===== config.mk =====
export PLATFORM = sky130hd
export DESIGN_NAME = lch_regs
export DESIGN_NICKNAME = d
export VERILOG_FILES = /design/src/logic/lch_pkg.sv /design/src/logic/lch_regs.sv /design/src/logic/lch_queue_table.sv /design/src/logic/lch_vector_map.sv
export SDC_FILE = /design/constraint.sdc
export NUM_CORES = 1
export LEC_CHECK = 0
export ABC_AREA = 1
export BUFFER_PORTS_ARGS = -buffer_cell sky130_fd_sc_hd__buf_4
export CAP_MARGIN = 25
export CORE_MARGIN = 10
export CORE_UTILIZATION = 30
export DETAILED_ROUTE_END_ITERATION = 8
export PLACE_DENSITY = 0.57
export SLEW_MARGIN = 20
export SYNTH_ARGS = -nofsm -noshare
export SYNTH_HDL_FRONTEND = slang
export SYNTH_SLANG_ARGS = --single-unit

===== constraint.sdc =====
create_clock -name clk -period 2.3 [get_ports clk]
set_input_delay 0.115 -clock clk [delete_from_list [all_inputs] [get_ports clk]]
set_output_delay 0.115 -clock clk [all_outputs]
set_load 0.005 [all_outputs]

===== src/logic/lch_pkg.sv =====
// Shared constants, types and helpers of the legacy configuration header bank
package lch_pkg;
  // Byte offsets in the legacy I/O region
  localparam logic [7:0] OFF_OFFERED_LO = 8'h00;
  localparam logic [7:0] OFF_ACCEPTED_LO = 8'h04;
  localparam logic [7:0] OFF_QUEUE_PAGE = 8'h08;
  localparam logic [7:0] OFF_QUEUE_DEPTH = 8'h0c;
  localparam logic [7:0] OFF_QUEUE_SELECT = 8'h0e;
  localparam logic [7:0] OFF_DOORBELL = 8'h10;
  localparam logic [7:0] OFF_PROGRESS = 8'h12;
  localparam logic [7:0] OFF_CAUSE = 8'h13;
  localparam logic [7:0] OFF_EXT_BASE = 8'h14;
  localparam logic [7:0] OFF_MSIX_SHIFT = 8'h04;
  localparam logic [7:0] OFF_HIGH_WORDS = 8'h08;
  localparam logic [7:0] OFF_WORD = 8'h04;
  // Device progress flags set by the guest
  localparam logic [7:0] GUEST_FOUND_FLAG = 8'h01;
  localparam logic [7:0] GUEST_DRIVER_FLAG = 8'h02;
  localparam logic [7:0] GUEST_READY_FLAG = 8'h04;
  localparam logic [7:0] GUEST_GAVE_UP_FLAG = 8'h80;
  // Interrupt cause bits
  localparam int unsigned CAUSE_QUEUE_BIT = 0;
  localparam int unsigned CAUSE_CONFIG_BIT = 1;
  // Vector mapping
  localparam logic [15:0] UNMAPPED_VECTOR_CONSTANT = 16'hffff;
  localparam logic [15:0] MAX_TABLE_ENTRY = 16'h07ff;
  // Feature word layout
  localparam int unsigned FEAT_MORE_BIT = 31;
  localparam logic [31:0] FEAT_LOW_MASK = 32'h7fffffff;
  localparam logic [31:0] FEAT_HIGH_MASK = 32'h000001ff;
  // Queue base granularity used by the driver, in bytes
  localparam int unsigned QUEUE_PAGE_BYTES = 4096;
  // Defaults of the module parameters
  localparam int unsigned LCH_NUM_QUEUES = 4;
  localparam int unsigned LCH_NUM_VECTORS = 8;
  localparam logic [15:0] LCH_QUEUE_DEPTH = 16'h0100;

  typedef struct packed {
    logic wr;
    logic rd;
    logic [7:0] addr;
    logic [3:0] be;
    logic [31:0] wdata;
  } lch_io_req_t;

  typedef struct packed {
    logic wr;
    logic [7:0] addr;
    logic [3:0] be;
    logic [31:0] wdata;
  } lch_dev_wr_t;

  function automatic logic [31:0] lch_merge(input logic [31:0] old_v, input logic [31:0] new_v,
                                            input logic [3:0] be);
    logic [31:0] r;
    r = old_v;
    for (int i = 0; i < 4; i++) begin
      if (be[i]) begin
        r[i*8 +: 8] = new_v[i*8 +: 8];
      end
    end
    return r;
  endfunction

  function automatic logic lch_same_word(input logic [7:0] a, input logic [7:0] b);
    return a[7:2] == b[7:2];
  endfunction
endpackage


===== src/logic/lch_regs.sv =====
// Legacy configuration header register bank in the first I/O region
// Behaviour
// RULE1 - Mirror header, doorbell, cause byte in I/O region
// RULE2 - Driver uses legacy region only without capability
// RULE3 - Base header fields in documented order and access
// RULE4 - MSI-X on: config vector then queue vector
// RULE5 - Upper option: offered high then accepted high
// RULE6 - Device-specific area follows general headers
// RULE7 - Status write of zero resets the device
// RULE8 - Guest sets found, driver, ready, gave-up flags
// RULE9 - After giving up, guest resets before reinit
// RULE10 - Bit 31 offered only beyond 31 features
// RULE11 - Feature ranges: type, extensions, future
// RULE12 - Guest accepts only understood offered bits
// RULE13 - Accepted set changes only across reset; the code locks the accepted words only while the ready flag is set
// RULE14 - Accepted bit 31 clear hides upper bits
// RULE15 - Device area at 24 with MSI-X, else 20
// RULE16 - Vector 0..0x7ff routes event to vector
// RULE17 - All-ones code unmaps the event
// RULE18 - Reads return mapping; reset leaves all unmapped
// RULE19 - Guest_gave_up_flag mapping reads back unmapped
// RULE20 - Driver reads back each vector write
// RULE21 - Queue depth zero means no queue
// RULE22 - Queue base given as address over page size
// RULE23 - Layout follows MSI-X enable at once
`timescale 1ns/1ps
module lch_regs import lch_pkg::*; #(
  parameter int unsigned NQ = LCH_NUM_QUEUES,
  parameter int unsigned NV = LCH_NUM_VECTORS,
  parameter logic [15:0] QDEPTH = LCH_QUEUE_DEPTH
) (
  // Clock, reset, enable
  input wire logic clk,
  input wire logic nrst,
  input wire logic ce,
  // Legacy I/O region access
  input wire lch_io_req_t io_req,
  output logic [31:0] io_rdata,
  output logic io_rvalid,
  // PCI function state
  input wire logic msix_en,
  // Device core: features
  input wire logic [63:0] offered_feat,
  output logic [63:0] accepted_feat,
  // Device core: progress and reset
  output logic [7:0] progress,
  output logic soft_reset,
  // Device core: queues
  output logic doorbell_valid,
  output logic [15:0] doorbell_idx,
  input wire logic [15:0] core_q_idx,
  output logic [31:0] core_q_page,
  output logic [15:0] core_q_vector,
  output logic [15:0] cfg_vector,
  // Device core: interrupt cause events
  input wire logic [7:0] cause_set,
  // Device-specific area
  output lch_dev_wr_t dev_wr,
  output logic [7:0] dev_raddr,
  input wire logic [31:0] dev_rdata
);
  // Offered words as the guest sees them
  logic [31:0] off_hi;
  logic [31:0] off_lo;
  logic upper_opt;
  logic [7:0] hi_base;
  logic [7:0] dev_base;
  logic [7:0] wa;
  logic wr;
  logic rd;

  // Register state
  logic [31:0] acc_lo_ff;
  logic [31:0] nxt_acc_lo;
  logic [31:0] acc_hi_ff;
  logic [31:0] nxt_acc_hi;
  logic [15:0] qsel_ff;
  logic [15:0] nxt_qsel;
  logic [7:0] prog_ff;
  logic [7:0] nxt_prog;
  logic [7:0] cause_ff;
  logic [7:0] nxt_cause;
  logic [31:0] rdata_ff;
  logic [31:0] nxt_rdata;
  logic rvalid_ff;
  logic db_valid_ff;
  logic [15:0] db_idx_ff;
  logic [15:0] nxt_db_idx;
  logic soft_ff;
  lch_dev_wr_t dev_wr_ff;
  lch_dev_wr_t nxt_dev_wr;

  // Decode
  logic hit_acc_lo;
  logic hit_page;
  logic hit_qword;
  logic hit_misc;
  logic hit_vec;
  logic hit_off_hi;
  logic hit_acc_hi;
  logic hit_dev;
  logic soft_rst;
  logic acc_open;
  logic [31:0] misc_word;
  logic [31:0] vec_word;
  logic [31:0] vec_merged;
  logic [31:0] page_rd;
  logic [15:0] depth_rd;
  logic [15:0] cfg_vec_rd;
  logic [15:0] sel_vec_rd;
  logic [31:0] qword_merged;
  logic [31:0] db_merged;

  // Future range forced clear; bit 31 tells whether anything lies above
  assign off_hi = offered_feat[63:32] & FEAT_HIGH_MASK; // RULE11
  assign upper_opt = |off_hi; // RULE10
  assign off_lo = {upper_opt, offered_feat[30:0] & FEAT_LOW_MASK[30:0]}; // RULE10

  assign wa = io_req.addr;
  assign wr = io_req.wr & ce;
  assign rd = io_req.rd & ce;

  // Combinational on msix_en so the layout moves the moment the enable does
  assign hi_base = msix_en ? 8'(OFF_EXT_BASE + OFF_MSIX_SHIFT) : OFF_EXT_BASE; // RULE23 RULE4
  assign dev_base = upper_opt ? 8'(hi_base + OFF_HIGH_WORDS) : hi_base; // RULE15 RULE6

  assign hit_acc_lo = lch_same_word(wa, OFF_ACCEPTED_LO); // RULE3
  assign hit_page = lch_same_word(wa, OFF_QUEUE_PAGE);
  assign hit_qword = lch_same_word(wa, OFF_QUEUE_DEPTH);
  assign hit_misc = lch_same_word(wa, OFF_DOORBELL);
  assign hit_vec = msix_en && lch_same_word(wa, OFF_EXT_BASE); // RULE4
  assign hit_off_hi = upper_opt && lch_same_word(wa, hi_base); // RULE5
  assign hit_acc_hi = upper_opt && lch_same_word(wa, 8'(hi_base + OFF_WORD)); // RULE5
  assign hit_dev = wa[7:2] >= dev_base[7:2]; // RULE6

  // Progress write of zero restarts the whole function
  assign soft_rst = wr && hit_misc && io_req.be[2] && io_req.wdata[23:16] == 8'h00; // RULE7
  // Accepted words freeze while the driver reports ready; a reset or a progress write that clears the ready flag reopens them
  assign acc_open = (prog_ff & GUEST_READY_FLAG) == 8'h00; // RULE13

  assign misc_word = {msix_en ? 8'h00 : cause_ff, prog_ff, 16'h0000}; // RULE15
  assign vec_word = {sel_vec_rd, cfg_vec_rd}; // RULE18
  assign vec_merged = lch_merge(vec_word, io_req.wdata, io_req.be);
  assign qword_merged = lch_merge({qsel_ff, depth_rd}, io_req.wdata, io_req.be);
  // Lanes not enabled read as zero in the doorbell value
  assign db_merged = lch_merge(32'h00000000, io_req.wdata, io_req.be);

  lch_queue_table #(
    .NQ(NQ),
    .QDEPTH(QDEPTH)
  ) u_queues (
    .clk(clk),
    .nrst(nrst),
    .ce(ce),
    .soft_rst(soft_rst),
    .sel(qsel_ff),
    .page_wr(wr && hit_page),
    .page_be(io_req.be),
    .page_wdata(io_req.wdata),
    .sel_page(page_rd),
    .sel_depth(depth_rd),
    .core_idx(core_q_idx),
    .core_page(core_q_page)
  );

  lch_vector_map #(
    .NQ(NQ),
    .NV(NV)
  ) u_vectors (
    .clk(clk),
    .nrst(nrst),
    .ce(ce),
    .soft_rst(soft_rst),
    .cfg_wr(wr && hit_vec && |io_req.be[1:0]),
    .q_wr(wr && hit_vec && |io_req.be[3:2]),
    .wvec(|io_req.be[1:0] ? vec_merged[15:0] : vec_merged[31:16]),
    .sel(qsel_ff),
    .cfg_vec(cfg_vec_rd),
    .sel_vec(sel_vec_rd),
    .core_idx(core_q_idx),
    .core_vec(core_q_vector)
  );

  // Guest-written fields
  always_comb begin
    nxt_acc_lo = acc_lo_ff;
    nxt_acc_hi = acc_hi_ff;
    nxt_qsel = qsel_ff;
    nxt_prog = prog_ff;
    if (soft_rst) begin
      nxt_acc_lo = '0; // RULE13
      nxt_acc_hi = '0;
      nxt_qsel = '0;
      nxt_prog = '0; // RULE7
    end else if (wr) begin
      if (hit_acc_lo && acc_open) begin
        nxt_acc_lo = lch_merge(acc_lo_ff, io_req.wdata, io_req.be); // RULE13
      end
      if (hit_acc_hi && acc_open) begin
        nxt_acc_hi = lch_merge(acc_hi_ff, io_req.wdata, io_req.be); // RULE5
      end
      if (hit_qword) begin
        nxt_qsel = qword_merged[31:16]; // RULE3
      end
      if (hit_misc && io_req.be[2]) begin
        nxt_prog = io_req.wdata[23:16];
      end
    end
  end

  always_ff @(posedge clk or negedge nrst) begin
    if (!nrst) begin
      acc_lo_ff <= '0;
      acc_hi_ff <= '0;
      qsel_ff <= '0;
      prog_ff <= '0;
    end else if (ce) begin
      acc_lo_ff <= nxt_acc_lo;
      acc_hi_ff <= nxt_acc_hi;
      qsel_ff <= nxt_qsel;
      prog_ff <= nxt_prog;
    end
  end

  // Cause byte: reading it with MSI-X off clears it, but a new event in that cycle survives
  always_comb begin
    nxt_cause = cause_ff;
    if (soft_rst || (rd && hit_misc && io_req.be[3] && !msix_en)) begin
      nxt_cause = '0;
    end
    nxt_cause = nxt_cause | cause_set;
  end

  always_ff @(posedge clk or negedge nrst) begin
    if (!nrst) begin
      cause_ff <= '0;
    end else if (ce) begin
      cause_ff <= nxt_cause;
    end
  end

  // Read path, answered one cycle after the strobe
  always_comb begin
    nxt_rdata = rdata_ff;
    if (rd) begin
      if (hit_dev) begin
        nxt_rdata = dev_rdata; // RULE6
      end else if (hit_vec) begin
        nxt_rdata = vec_word; // RULE18 RULE19
      end else if (hit_off_hi) begin
        nxt_rdata = off_hi; // RULE5
      end else if (hit_acc_hi) begin
        nxt_rdata = acc_lo_ff[FEAT_MORE_BIT] ? acc_hi_ff : 32'h00000000; // RULE14
      end else if (lch_same_word(wa, OFF_OFFERED_LO)) begin
        nxt_rdata = off_lo; // RULE10
      end else if (hit_acc_lo) begin
        nxt_rdata = acc_lo_ff;
      end else if (hit_page) begin
        nxt_rdata = page_rd;
      end else if (hit_qword) begin
        nxt_rdata = {qsel_ff, depth_rd}; // RULE21
      end else if (hit_misc) begin
        nxt_rdata = misc_word; // RULE1
      end else begin
        nxt_rdata = 32'h00000000;
      end
    end
  end

  // Doorbell pulses and device-area writes
  always_comb begin
    nxt_db_idx = db_idx_ff;
    if (wr && hit_misc && |io_req.be[1:0]) begin
      nxt_db_idx = db_merged[15:0]; // RULE1
    end
    nxt_dev_wr.wr = wr && hit_dev;
    nxt_dev_wr.addr = 8'(wa - dev_base);
    nxt_dev_wr.be = io_req.be;
    nxt_dev_wr.wdata = io_req.wdata;
  end

  always_ff @(posedge clk or negedge nrst) begin
    if (!nrst) begin
      rdata_ff <= '0;
      rvalid_ff <= 1'b0;
      db_valid_ff <= 1'b0;
      db_idx_ff <= '0;
      soft_ff <= 1'b0;
      dev_wr_ff <= '0;
    end else if (ce) begin
      rdata_ff <= nxt_rdata;
      rvalid_ff <= rd;
      db_valid_ff <= wr && hit_misc && |io_req.be[1:0];
      db_idx_ff <= nxt_db_idx;
      soft_ff <= soft_rst; // RULE7
      dev_wr_ff <= nxt_dev_wr;
    end
  end

  assign io_rdata = rdata_ff;
  assign io_rvalid = rvalid_ff;
  // Upper accepted bits count only while accepted bit 31 is set
  assign accepted_feat = {acc_lo_ff[FEAT_MORE_BIT] ? acc_hi_ff : 32'h00000000, acc_lo_ff}; // RULE14
  assign progress = prog_ff;
  assign soft_reset = soft_ff;
  assign doorbell_valid = db_valid_ff;
  assign doorbell_idx = db_idx_ff;
  assign cfg_vector = cfg_vec_rd;
  assign dev_wr = dev_wr_ff;
  // Read address is combinational so the core can answer within the strobe cycle
  assign dev_raddr = 8'(wa - dev_base);
endmodule


===== src/logic/lch_queue_table.sv =====
// Per-queue base page storage and queue depth lookup
`timescale 1ns/1ps
module lch_queue_table import lch_pkg::*; #(
  parameter int unsigned NQ = LCH_NUM_QUEUES,
  parameter logic [15:0] QDEPTH = LCH_QUEUE_DEPTH
) (
  // Clock and reset
  input wire logic clk,
  input wire logic nrst,
  input wire logic ce,
  input wire logic soft_rst,
  // Guest side, selected queue
  input wire logic [15:0] sel,
  input wire logic page_wr,
  input wire logic [3:0] page_be,
  input wire logic [31:0] page_wdata,
  output logic [31:0] sel_page,
  output logic [15:0] sel_depth,
  // Core side lookup
  input wire logic [15:0] core_idx,
  output logic [31:0] core_page
);
  localparam int unsigned QW = (NQ > 1) ? $clog2(NQ) : 1;

  logic [31:0] page_ff [NQ];
  logic sel_ok;
  logic core_ok;

  assign sel_ok = sel < 16'(NQ);
  assign core_ok = core_idx < 16'(NQ);

  for (genvar q = 0; q < NQ; q++) begin : g_q
    logic [31:0] nxt_page;
    always_comb begin
      nxt_page = page_ff[q];
      if (soft_rst) begin
        nxt_page = '0;
      end else if (page_wr && sel_ok && sel[QW-1:0] == QW'(q)) begin
        nxt_page = lch_merge(page_ff[q], page_wdata, page_be);
      end
    end
    always_ff @(posedge clk or negedge nrst) begin
      if (!nrst) begin
        page_ff[q] <= '0;
      end else if (ce) begin
        page_ff[q] <= nxt_page;
      end
    end
  end

  // Unknown indices read zero so the guest sees no queue there
  assign sel_depth = sel_ok ? QDEPTH : 16'h0000; // RULE21
  assign sel_page = sel_ok ? page_ff[sel[QW-1:0]] : 32'h00000000;
  assign core_page = core_ok ? page_ff[core_idx[QW-1:0]] : 32'h00000000;
endmodule


===== src/logic/lch_vector_map.sv =====
// Event-to-vector mapping for the configuration event and each queue
`timescale 1ns/1ps
module lch_vector_map import lch_pkg::*; #(
  parameter int unsigned NQ = LCH_NUM_QUEUES,
  parameter int unsigned NV = LCH_NUM_VECTORS
) (
  // Clock and reset
  input wire logic clk,
  input wire logic nrst,
  input wire logic ce,
  input wire logic soft_rst,
  // Guest writes
  input wire logic cfg_wr,
  input wire logic q_wr,
  input wire logic [15:0] wvec,
  input wire logic [15:0] sel,
  // Read back and core lookup
  output logic [15:0] cfg_vec,
  output logic [15:0] sel_vec,
  input wire logic [15:0] core_idx,
  output logic [15:0] core_vec
);
  localparam int unsigned QW = (NQ > 1) ? $clog2(NQ) : 1;

  logic [15:0] cfg_vec_ff;
  logic [15:0] nxt_cfg_vec;
  logic [15:0] qvec_ff [NQ];
  logic [15:0] granted;
  logic sel_ok;

  // A request past the table we hold cannot be given resources and reads back unmapped
  always_comb begin
    if (wvec == UNMAPPED_VECTOR_CONSTANT) begin
      granted = UNMAPPED_VECTOR_CONSTANT; // RULE17
    end else if (wvec <= MAX_TABLE_ENTRY && wvec < 16'(NV)) begin
      granted = wvec; // RULE16
    end else begin
      granted = UNMAPPED_VECTOR_CONSTANT; // RULE19
    end
  end

  assign sel_ok = sel < 16'(NQ);

  always_comb begin
    nxt_cfg_vec = cfg_vec_ff;
    if (soft_rst) begin
      nxt_cfg_vec = UNMAPPED_VECTOR_CONSTANT; // RULE18
    end else if (cfg_wr) begin
      nxt_cfg_vec = granted;
    end
  end

  always_ff @(posedge clk or negedge nrst) begin
    if (!nrst) begin
      cfg_vec_ff <= UNMAPPED_VECTOR_CONSTANT; // RULE18
    end else if (ce) begin
      cfg_vec_ff <= nxt_cfg_vec;
    end
  end

  for (genvar q = 0; q < NQ; q++) begin : g_q
    logic [15:0] nxt_qvec;
    always_comb begin
      nxt_qvec = qvec_ff[q];
      if (soft_rst) begin
        nxt_qvec = UNMAPPED_VECTOR_CONSTANT;
      end else if (q_wr && sel_ok && sel[QW-1:0] == QW'(q)) begin
        nxt_qvec = granted; // RULE16
      end
    end
    always_ff @(posedge clk or negedge nrst) begin
      if (!nrst) begin
        qvec_ff[q] <= UNMAPPED_VECTOR_CONSTANT; // RULE18
      end else if (ce) begin
        qvec_ff[q] <= nxt_qvec;
      end
    end
  end

  assign cfg_vec = cfg_vec_ff;
  assign sel_vec = sel_ok ? qvec_ff[sel[QW-1:0]] : UNMAPPED_VECTOR_CONSTANT; // RULE18
  assign core_vec = (core_idx < 16'(NQ)) ? qvec_ff[core_idx[QW-1:0]] : UNMAPPED_VECTOR_CONSTANT;
endmodule


* After elaboration in Yosys (flattened, before gate mapping)
Index checks and enable logic that the tools add are counted.
Storage, ports and cells: flip-flop bits (word level) 400, input bits 170, output and inout bits 240, logic and storage cells 232
Operators by class: $add $sub $neg 3, order comparisons 7, eq/ne operators 11, mux-type cells 74, bitwise logic cells 5, reduce and logical (&&, ||, !) cells 90
Operator list (number):
- 32-bit 2-to-1 mux | 30
- 16-bit 2-to-1 mux | 22
- 32-bit binary-select mux with 2-bit select | 2
- 8-bit 2-to-1 mux | 15
- 16-bit binary-select mux with 2-bit select | 2
- 3-bit AND reduction | 17
- 4-bit AND reduction | 10
- 2-bit nonzero test | 18
- 16-bit by 3-bit less-than comparator with 1-bit output (second input constant) | 2
- 1-bit logical AND | 29
- 16-bit == test (second input constant) | 1
- 16-bit by 11-bit less-or-equal comparator with 1-bit output (second input constant) | 1
- 8-bit logical NOT | 2
- 16-bit by 4-bit less-than comparator with 1-bit output (second input constant) | 1
- 2-bit AND reduction | 7
- 6-bit by 2-bit == test with 1-bit output (second input constant) | 2
- 6-bit by 3-bit == test with 1-bit output (second input constant) | 2
- 9-bit 2-to-1 mux | 1
- 9-bit OR reduction | 1
- 8-bit bitwise OR | 1
- 8-bit by 6-bit subtractor with 8-bit output | 1
- 5-bit by 3-bit adder with 6-bit output (second input constant) | 1
- 5-bit by 4-bit adder with 6-bit output (second input constant) | 1
- 6-bit by 1-bit == test with 1-bit output (second input constant) | 1
- other kinds (15) | 20

* Depth between registers and ports, before layout
depth after elaboration 13, gate-level depth with buffers 16, mapped depth without buffers 15

* Modules after synthesis
From an unflattened synthesis, not the netlist that was laid out.
Second synthesis, totals: cells, all modules 3102, area total of the unflattened synthesis 22469.0 um^2
Modules (own cells, without submodules):
- lch_regs | instances 1, cells an instance 1566, area each 10785.3 um^2, sequential area each 4804.6 um^2
- lch_queue_table | instances 1, cells an instance 1013, area each 7449.6 um^2, sequential area each 3203.1 um^2
- lch_vector_map | instances 1, cells an instance 523, area each 4234.1 um^2, sequential area each 2102.0 um^2

* Worst setup path before layout
No wires, ideal clock.
kind input-to-reg, from in offered_feat[38], to reg rdata_ff[15], in the netlist io_rdata[15], setup time 0.066 ns, arrival 2.327 ns, required time 2.234 ns, setup slack -0.093 ns, cell stages on the path 12, path buffers 1, cells stage by stage nor3_1 > nand4_1 > ha_1 > inv_1 > fa_1 > nand2_1 > nand4_1 > inv_1 > clkbuf_1 > o21ai_0 > a21o_1 > nand2_1
On the way: cells in the longest elaborated chain, start to end 6, elaborated cells on any way between the ends 9, those cells by class order compare (1); mux (5); reduce/logical (3)
RTL lines:
- start: declaration | line lch_regs.sv:43 | input wire logic [63:0] offered_feat,
- 9-bit OR reduction * | line lch_regs.sv:116 | assign upper_opt = |off_hi;
- branches (longest 4 deep; another with 6-bit by 4-bit >= comparator with 1-bit output)
- 32-bit 2-to-1 mux * | line lch_regs.sv:246 | if (hit_dev) begin
- end signal: assignment | line lch_regs.sv:291 | rdata_ff <= nxt_rdata;
- end: declaration | line lch_regs.sv:83 | logic [31:0] rdata_ff;
Every way passes the cells marked *. A chain may end at the register's enable or synchronous reset.

* Final worst setup path
from reg qsel_ff[0], to reg u_vectors.cfg_vec_ff[11], in the netlist u_vectors.cfg_vec[11]
On the way: cells in the longest elaborated chain, start to end 13, elaborated cells on any way between the ends 17, those cells by class order compare (3); eq/ne (1); mux (11); bitwise (1); reduce/logical (1)
RTL lines:
- start: declaration | line lch_regs.sv:77 | logic [15:0] qsel_ff;
- start signal: assignment | line lch_regs.sv:220 | qsel_ff <= nxt_qsel;
- branches (longest 4 deep; another with 16-bit by 3-bit less-than comparator with 1-bit output)
- 16-bit 2-to-1 mux * | line lch_vector_map.sv:81 | assign sel_vec = sel_ok ? qvec_ff[sel[QW-1:0]] : UNMAPPED_VECTOR_CONSTANT;
- 8-bit 2-to-1 mux | line lch_pkg.sv:58 | if (be[i]) begin
- 16-bit 2-to-1 mux * | line lch_regs.sv:176 | .wvec(|io_req.be[1:0] ? vec_merged[15:0] : vec_merged[31:16]),
- 16-bit by 11-bit less-or-equal comparator with 1-bit output or 16-bit by 4-bit less-than comparator with 1-bit output (tied branches) | line lch_vector_map.sv:35 | end else if (wvec <= MAX_TABLE_ENTRY && wvec < 16'(NV)) begin
- 1-bit logical AND | line lch_vector_map.sv:35
- 16-bit 2-to-1 mux | line lch_vector_map.sv:35
- 16-bit 2-to-1 mux * | line lch_vector_map.sv:33 | if (wvec == UNMAPPED_VECTOR_CONSTANT) begin
- 16-bit 2-to-1 mux * | line lch_vector_map.sv:48 | end else if (cfg_wr) begin
- 16-bit 2-to-1 mux * | line lch_vector_map.sv:46 | if (soft_rst) begin
- end signal: assignment | line lch_vector_map.sv:57 | cfg_vec_ff <= nxt_cfg_vec;
- end: declaration | line lch_vector_map.sv:25 | logic [15:0] cfg_vec_ff;
Every way passes the cells marked *. The select of a mux whose other input is x is not followed.

==> impl_metrics.toml <==
[worst_setup_path]
slowest_stage = "dfrtp_2"
crit_required_ns = 2.82
cp-end-kind = "register"
cp.buffers_inverters = 3
cp_max_fo = 7
crit_type = "register to register"
r2r_slack_ns = -0.04
path_common_cell = "nand2_1"
crit_chain = "nor2_4 > buf_4 > buf_4 > nand2_1 > nand2_1 > nor2_4 > nand3_1 > nand2_1 > nand2_2 > nor2_4 > nand3_4 > o21ai_4 > clkbuf_16 > nand2_1"
cp_top_family = "simple AND/OR/NAND/NOR gates"
crit_arrival_ns = 2.87
rr_worst_depth = 14
reg2reg_from = "qsel_ff[0]"
cpPeakStageDelay_ns = 0.53
crit_path_start_kind = "register"
r2r_end = "u_vectors.cfg_vec[11]"

[die]
top_level_ports = 410
core-area_um2 = 67630
die_area_um2 = 79500
start_util_pct = 30.44
die-height_um = 282.0
rows = 95
fp.dieW_um = 282.0

[routing]
post_drt_wl_per_cell_um = 21.94
drtPass1Iterations = 5
route.detailed.drc = 0
ant_nets = 0
drt-initial-drc-count = 1959
wl_um = 91890
vias = 21160
routed_via_density = 5.051

[sta]
fmax_mhz = 426.7
maxSlewViolCount = 0
setup-violations-final = 10
timing.final.crit_share_pct = 101.9
fin_ws_ns = -0.04358
relSlewSlack_pct = 50.91
timing.hold.ws_ns = 0.01386
hold_violations = 0
worstMarginPinSlew_ns = 0.7364
grt_setup_unrepaired = "yes"
fin_crit_ns = 2.344
fin_skew_ns = 0.01509

[synthesis]
ys_async_sr_fraction_pct = 100.0
synth_area_leaders = "dfrtp_1 39%, nand2_1 18%, dfstp_2 10%, o21ai_0 6.7%, a21oi_1 4.4%"
synthCells = 2715
yosysSeqAreaShare_pct = 49.11
yosysTopAreaCellShare_pct = 38.90
yosysMostFrequentCell = "nand2_1"
ys_types = 48
ys_top_cells_by_count = "982 x nand2_1, 320 x dfrtp_1, 276 x o21ai_0, 195 x nor2_1, 182 x a21oi_1"
netlist_area_um2 = 20590
ys.warnings.count = 0
ys.flop_type = "dfrtp_1"
synth_seq_cells = 400
syn_nets = 2891
synth_edf_count = 0
postSynthAreaPerCell_um2 = 7.583
yosys.area.top_type = "dfrtp_1"

[place]
port_buffers = 385
pre_cts_ws_ns = -0.1792
place_inst = 4009
dp_hpwl_um = 67670
finalWeightedCongestion = 0.8827

[grt]
grt_pass1_vias = 20630
gr-usage-all-layers_pct = 22.11
grt_pass1_wl_um = 133800
grt_max_degree = 63
overflow = 0
antenna_found_initial = 2

[hold_path]
hp-start = "offered_feat[17]"
min_to = "io_rdata[17]"
min_path_cells = 7
min_path_type = "primary input to register"

[clock_tree]
numCtsBuffers = 47
clock_sinks = 400
root_buffer = "clkbuf_16"
clock_latency_ns = 0.59
cts.htree.levels = 2
cts_max_path_buffers = 3
cts_tree = "built"
clk_pin_slew_ns = 0.06

[power]
peakVddDrop_uv = 524.5
power_mw = 18.27
power_leakage_nw = 14.13
p_per_area_nw_per_um2 = 638.8

[layout]
layout-drive-gt1-share_pct = 26.12
synthToLayoutAreaGrowth_pct = 38.90
final_cells = 4189
final_util_pct = 42.28
fin_nets = 3455

[status]
outcome = "finished with violations"
violations = "negative setup slack"

[run]
cap_violations = 0
[cells by family (layout without fill, tap and decap cells)]
kind of cell    count (synthesis)  count (layout)  share of synthesized area [%]
fa+ha+maj                       6               6                         0.4011
simple gates                 1331            1331                          25.90
xor+xnor                        4               4                         0.1702
flops                         400             400                          49.11
other cells                     0               1                              0
buf+inv                       309             909                          6.229
compound gates                665             665                          18.19
[repair_timing]
action	4_1_cts	5_1_grt
gates resized for setup	11	66
endpoints found under the hold margin	422	0
setup endpoints to repair	117	150
setup buffers	0	10
gates cloned	0	3
hold buffers	81	0
pin swaps	0	13
[registers in the layout, summed over array words and instances (netlist names), 8 cells and up]
| name | count |
|---|---|
| u_vectors.cfg_vec | 16 |
| u_vectors.qvec_ff | 64 |
| io_rdata | 32 |
| acc_hi_ff | 32 |
| u_queues.page_ff | 128 |
| progress | 8 |
| acc_lo_ff | 32 |
| dev_wr | 45 |
| qsel_ff | 16 |
| cause_ff | 8 |
| doorbell_idx | 16 |
[where the power goes]
part	switching, mW	internal, mW
registers	0.235	7.39
logic	1.71	1.25
clock network	3.14	4.56
[metrics by stage]
step           cell area, µm²  setup TNS, ns
2_1_floorplan           20590       -0.01080
3_3_place_gp            25820         -8.978
3_5_place_dp            25820         -12.22
4_1_cts                 28220       -0.04360
5_1_grt                 28590         -3.802
6_report                28590        -0.2479
[layer usage]
metal  vias to the layer above  track usage [%]  part of all wire, %
li1                      10070                -                    -
met1                     10120            27.98                   41
met2                       820            37.17                   48
met3                       146            4.505                  7.4
met4                         2            7.199                  3.3
met5                         -                0               0.0087
[worst max-delay path by stage]
| stage | endpoint | start | slack [ns] | depth (start not counted) |
|---|---|---|---|---|
| 2_1_floorplan | io_rdata[15] | offered_feat[38] | -0.01 | 12 |
| 3_3_place_gp | io_rdata[6] | offered_feat[38] | -0.12 | 13 |
| 3_5_place_dp | io_rdata[6] | offered_feat[38] | -0.18 | 13 |
| 4_1_cts | u_vectors.qvec_ff[60] | qsel_ff[0] | -0.008 | 14 |
| 5_1_grt | u_vectors.cfg_vec[9] | qsel_ff[0] | -0.11 | 14 |
| 6_report | u_vectors.cfg_vec[11] | qsel_ff[0] | -0.04 | 14 |
[worst reg2reg max path, cell delays in order, from the launching register on]
cell and delay [ns]:
dfrtp_2 0.53, nor2_4 0.09, buf_4 0.15, buf_4 0.13
nand2_1 0.05, nand2_1 0.09, nor2_4 0.15, nand3_1 0.09
nand2_1 0.10, nand2_2 0.06, nor2_4 0.13, nand3_4 0.19
o21ai_4 0.28, clkbuf_16 0.19, nand2_1 0.06
[cell usage in the layout (no fill, tap or decap), drive strengths merged]
cell,count
dfrtp,320
xor2,4
bufinv,3
o21a,3
dlygate4sd3,81
a31oi,1
clkinv,9
o22ai,46
nor2,204
a32oi,1
fa,1
clkbuf,76
buf,598
dfstp,80
nor3,7
o211ai,25
inv,140
a21o,7
diode,1
o31ai,14
nor4,1
a211oi,1
clkinvlp,2
nand2,996
a21oi,182
nand4,21
a32o,2
or2,19
nand3,83
ha,5
a221oi,32
o221ai,6
a21boi,4
o21ai,341
[area by class of cell]
type | count | area [µm²]
Fill cell | 6863 | 39040
Sequential cell | 400 | 10110
Multi-Input combinational cell | 2006 | 9450
Timing Repair Buffer | 681 | 5828
Clock buffer | 74 | 1420
Tap cell | 873 | 1092
Inverter | 142 | 548.0
Clock inverter | 11 | 135.1
Timing Repair inverter | 1 | 6.256
Antenna cell | 1 | 2.502
Note: power is estimated with default switching activity, not from simulation.
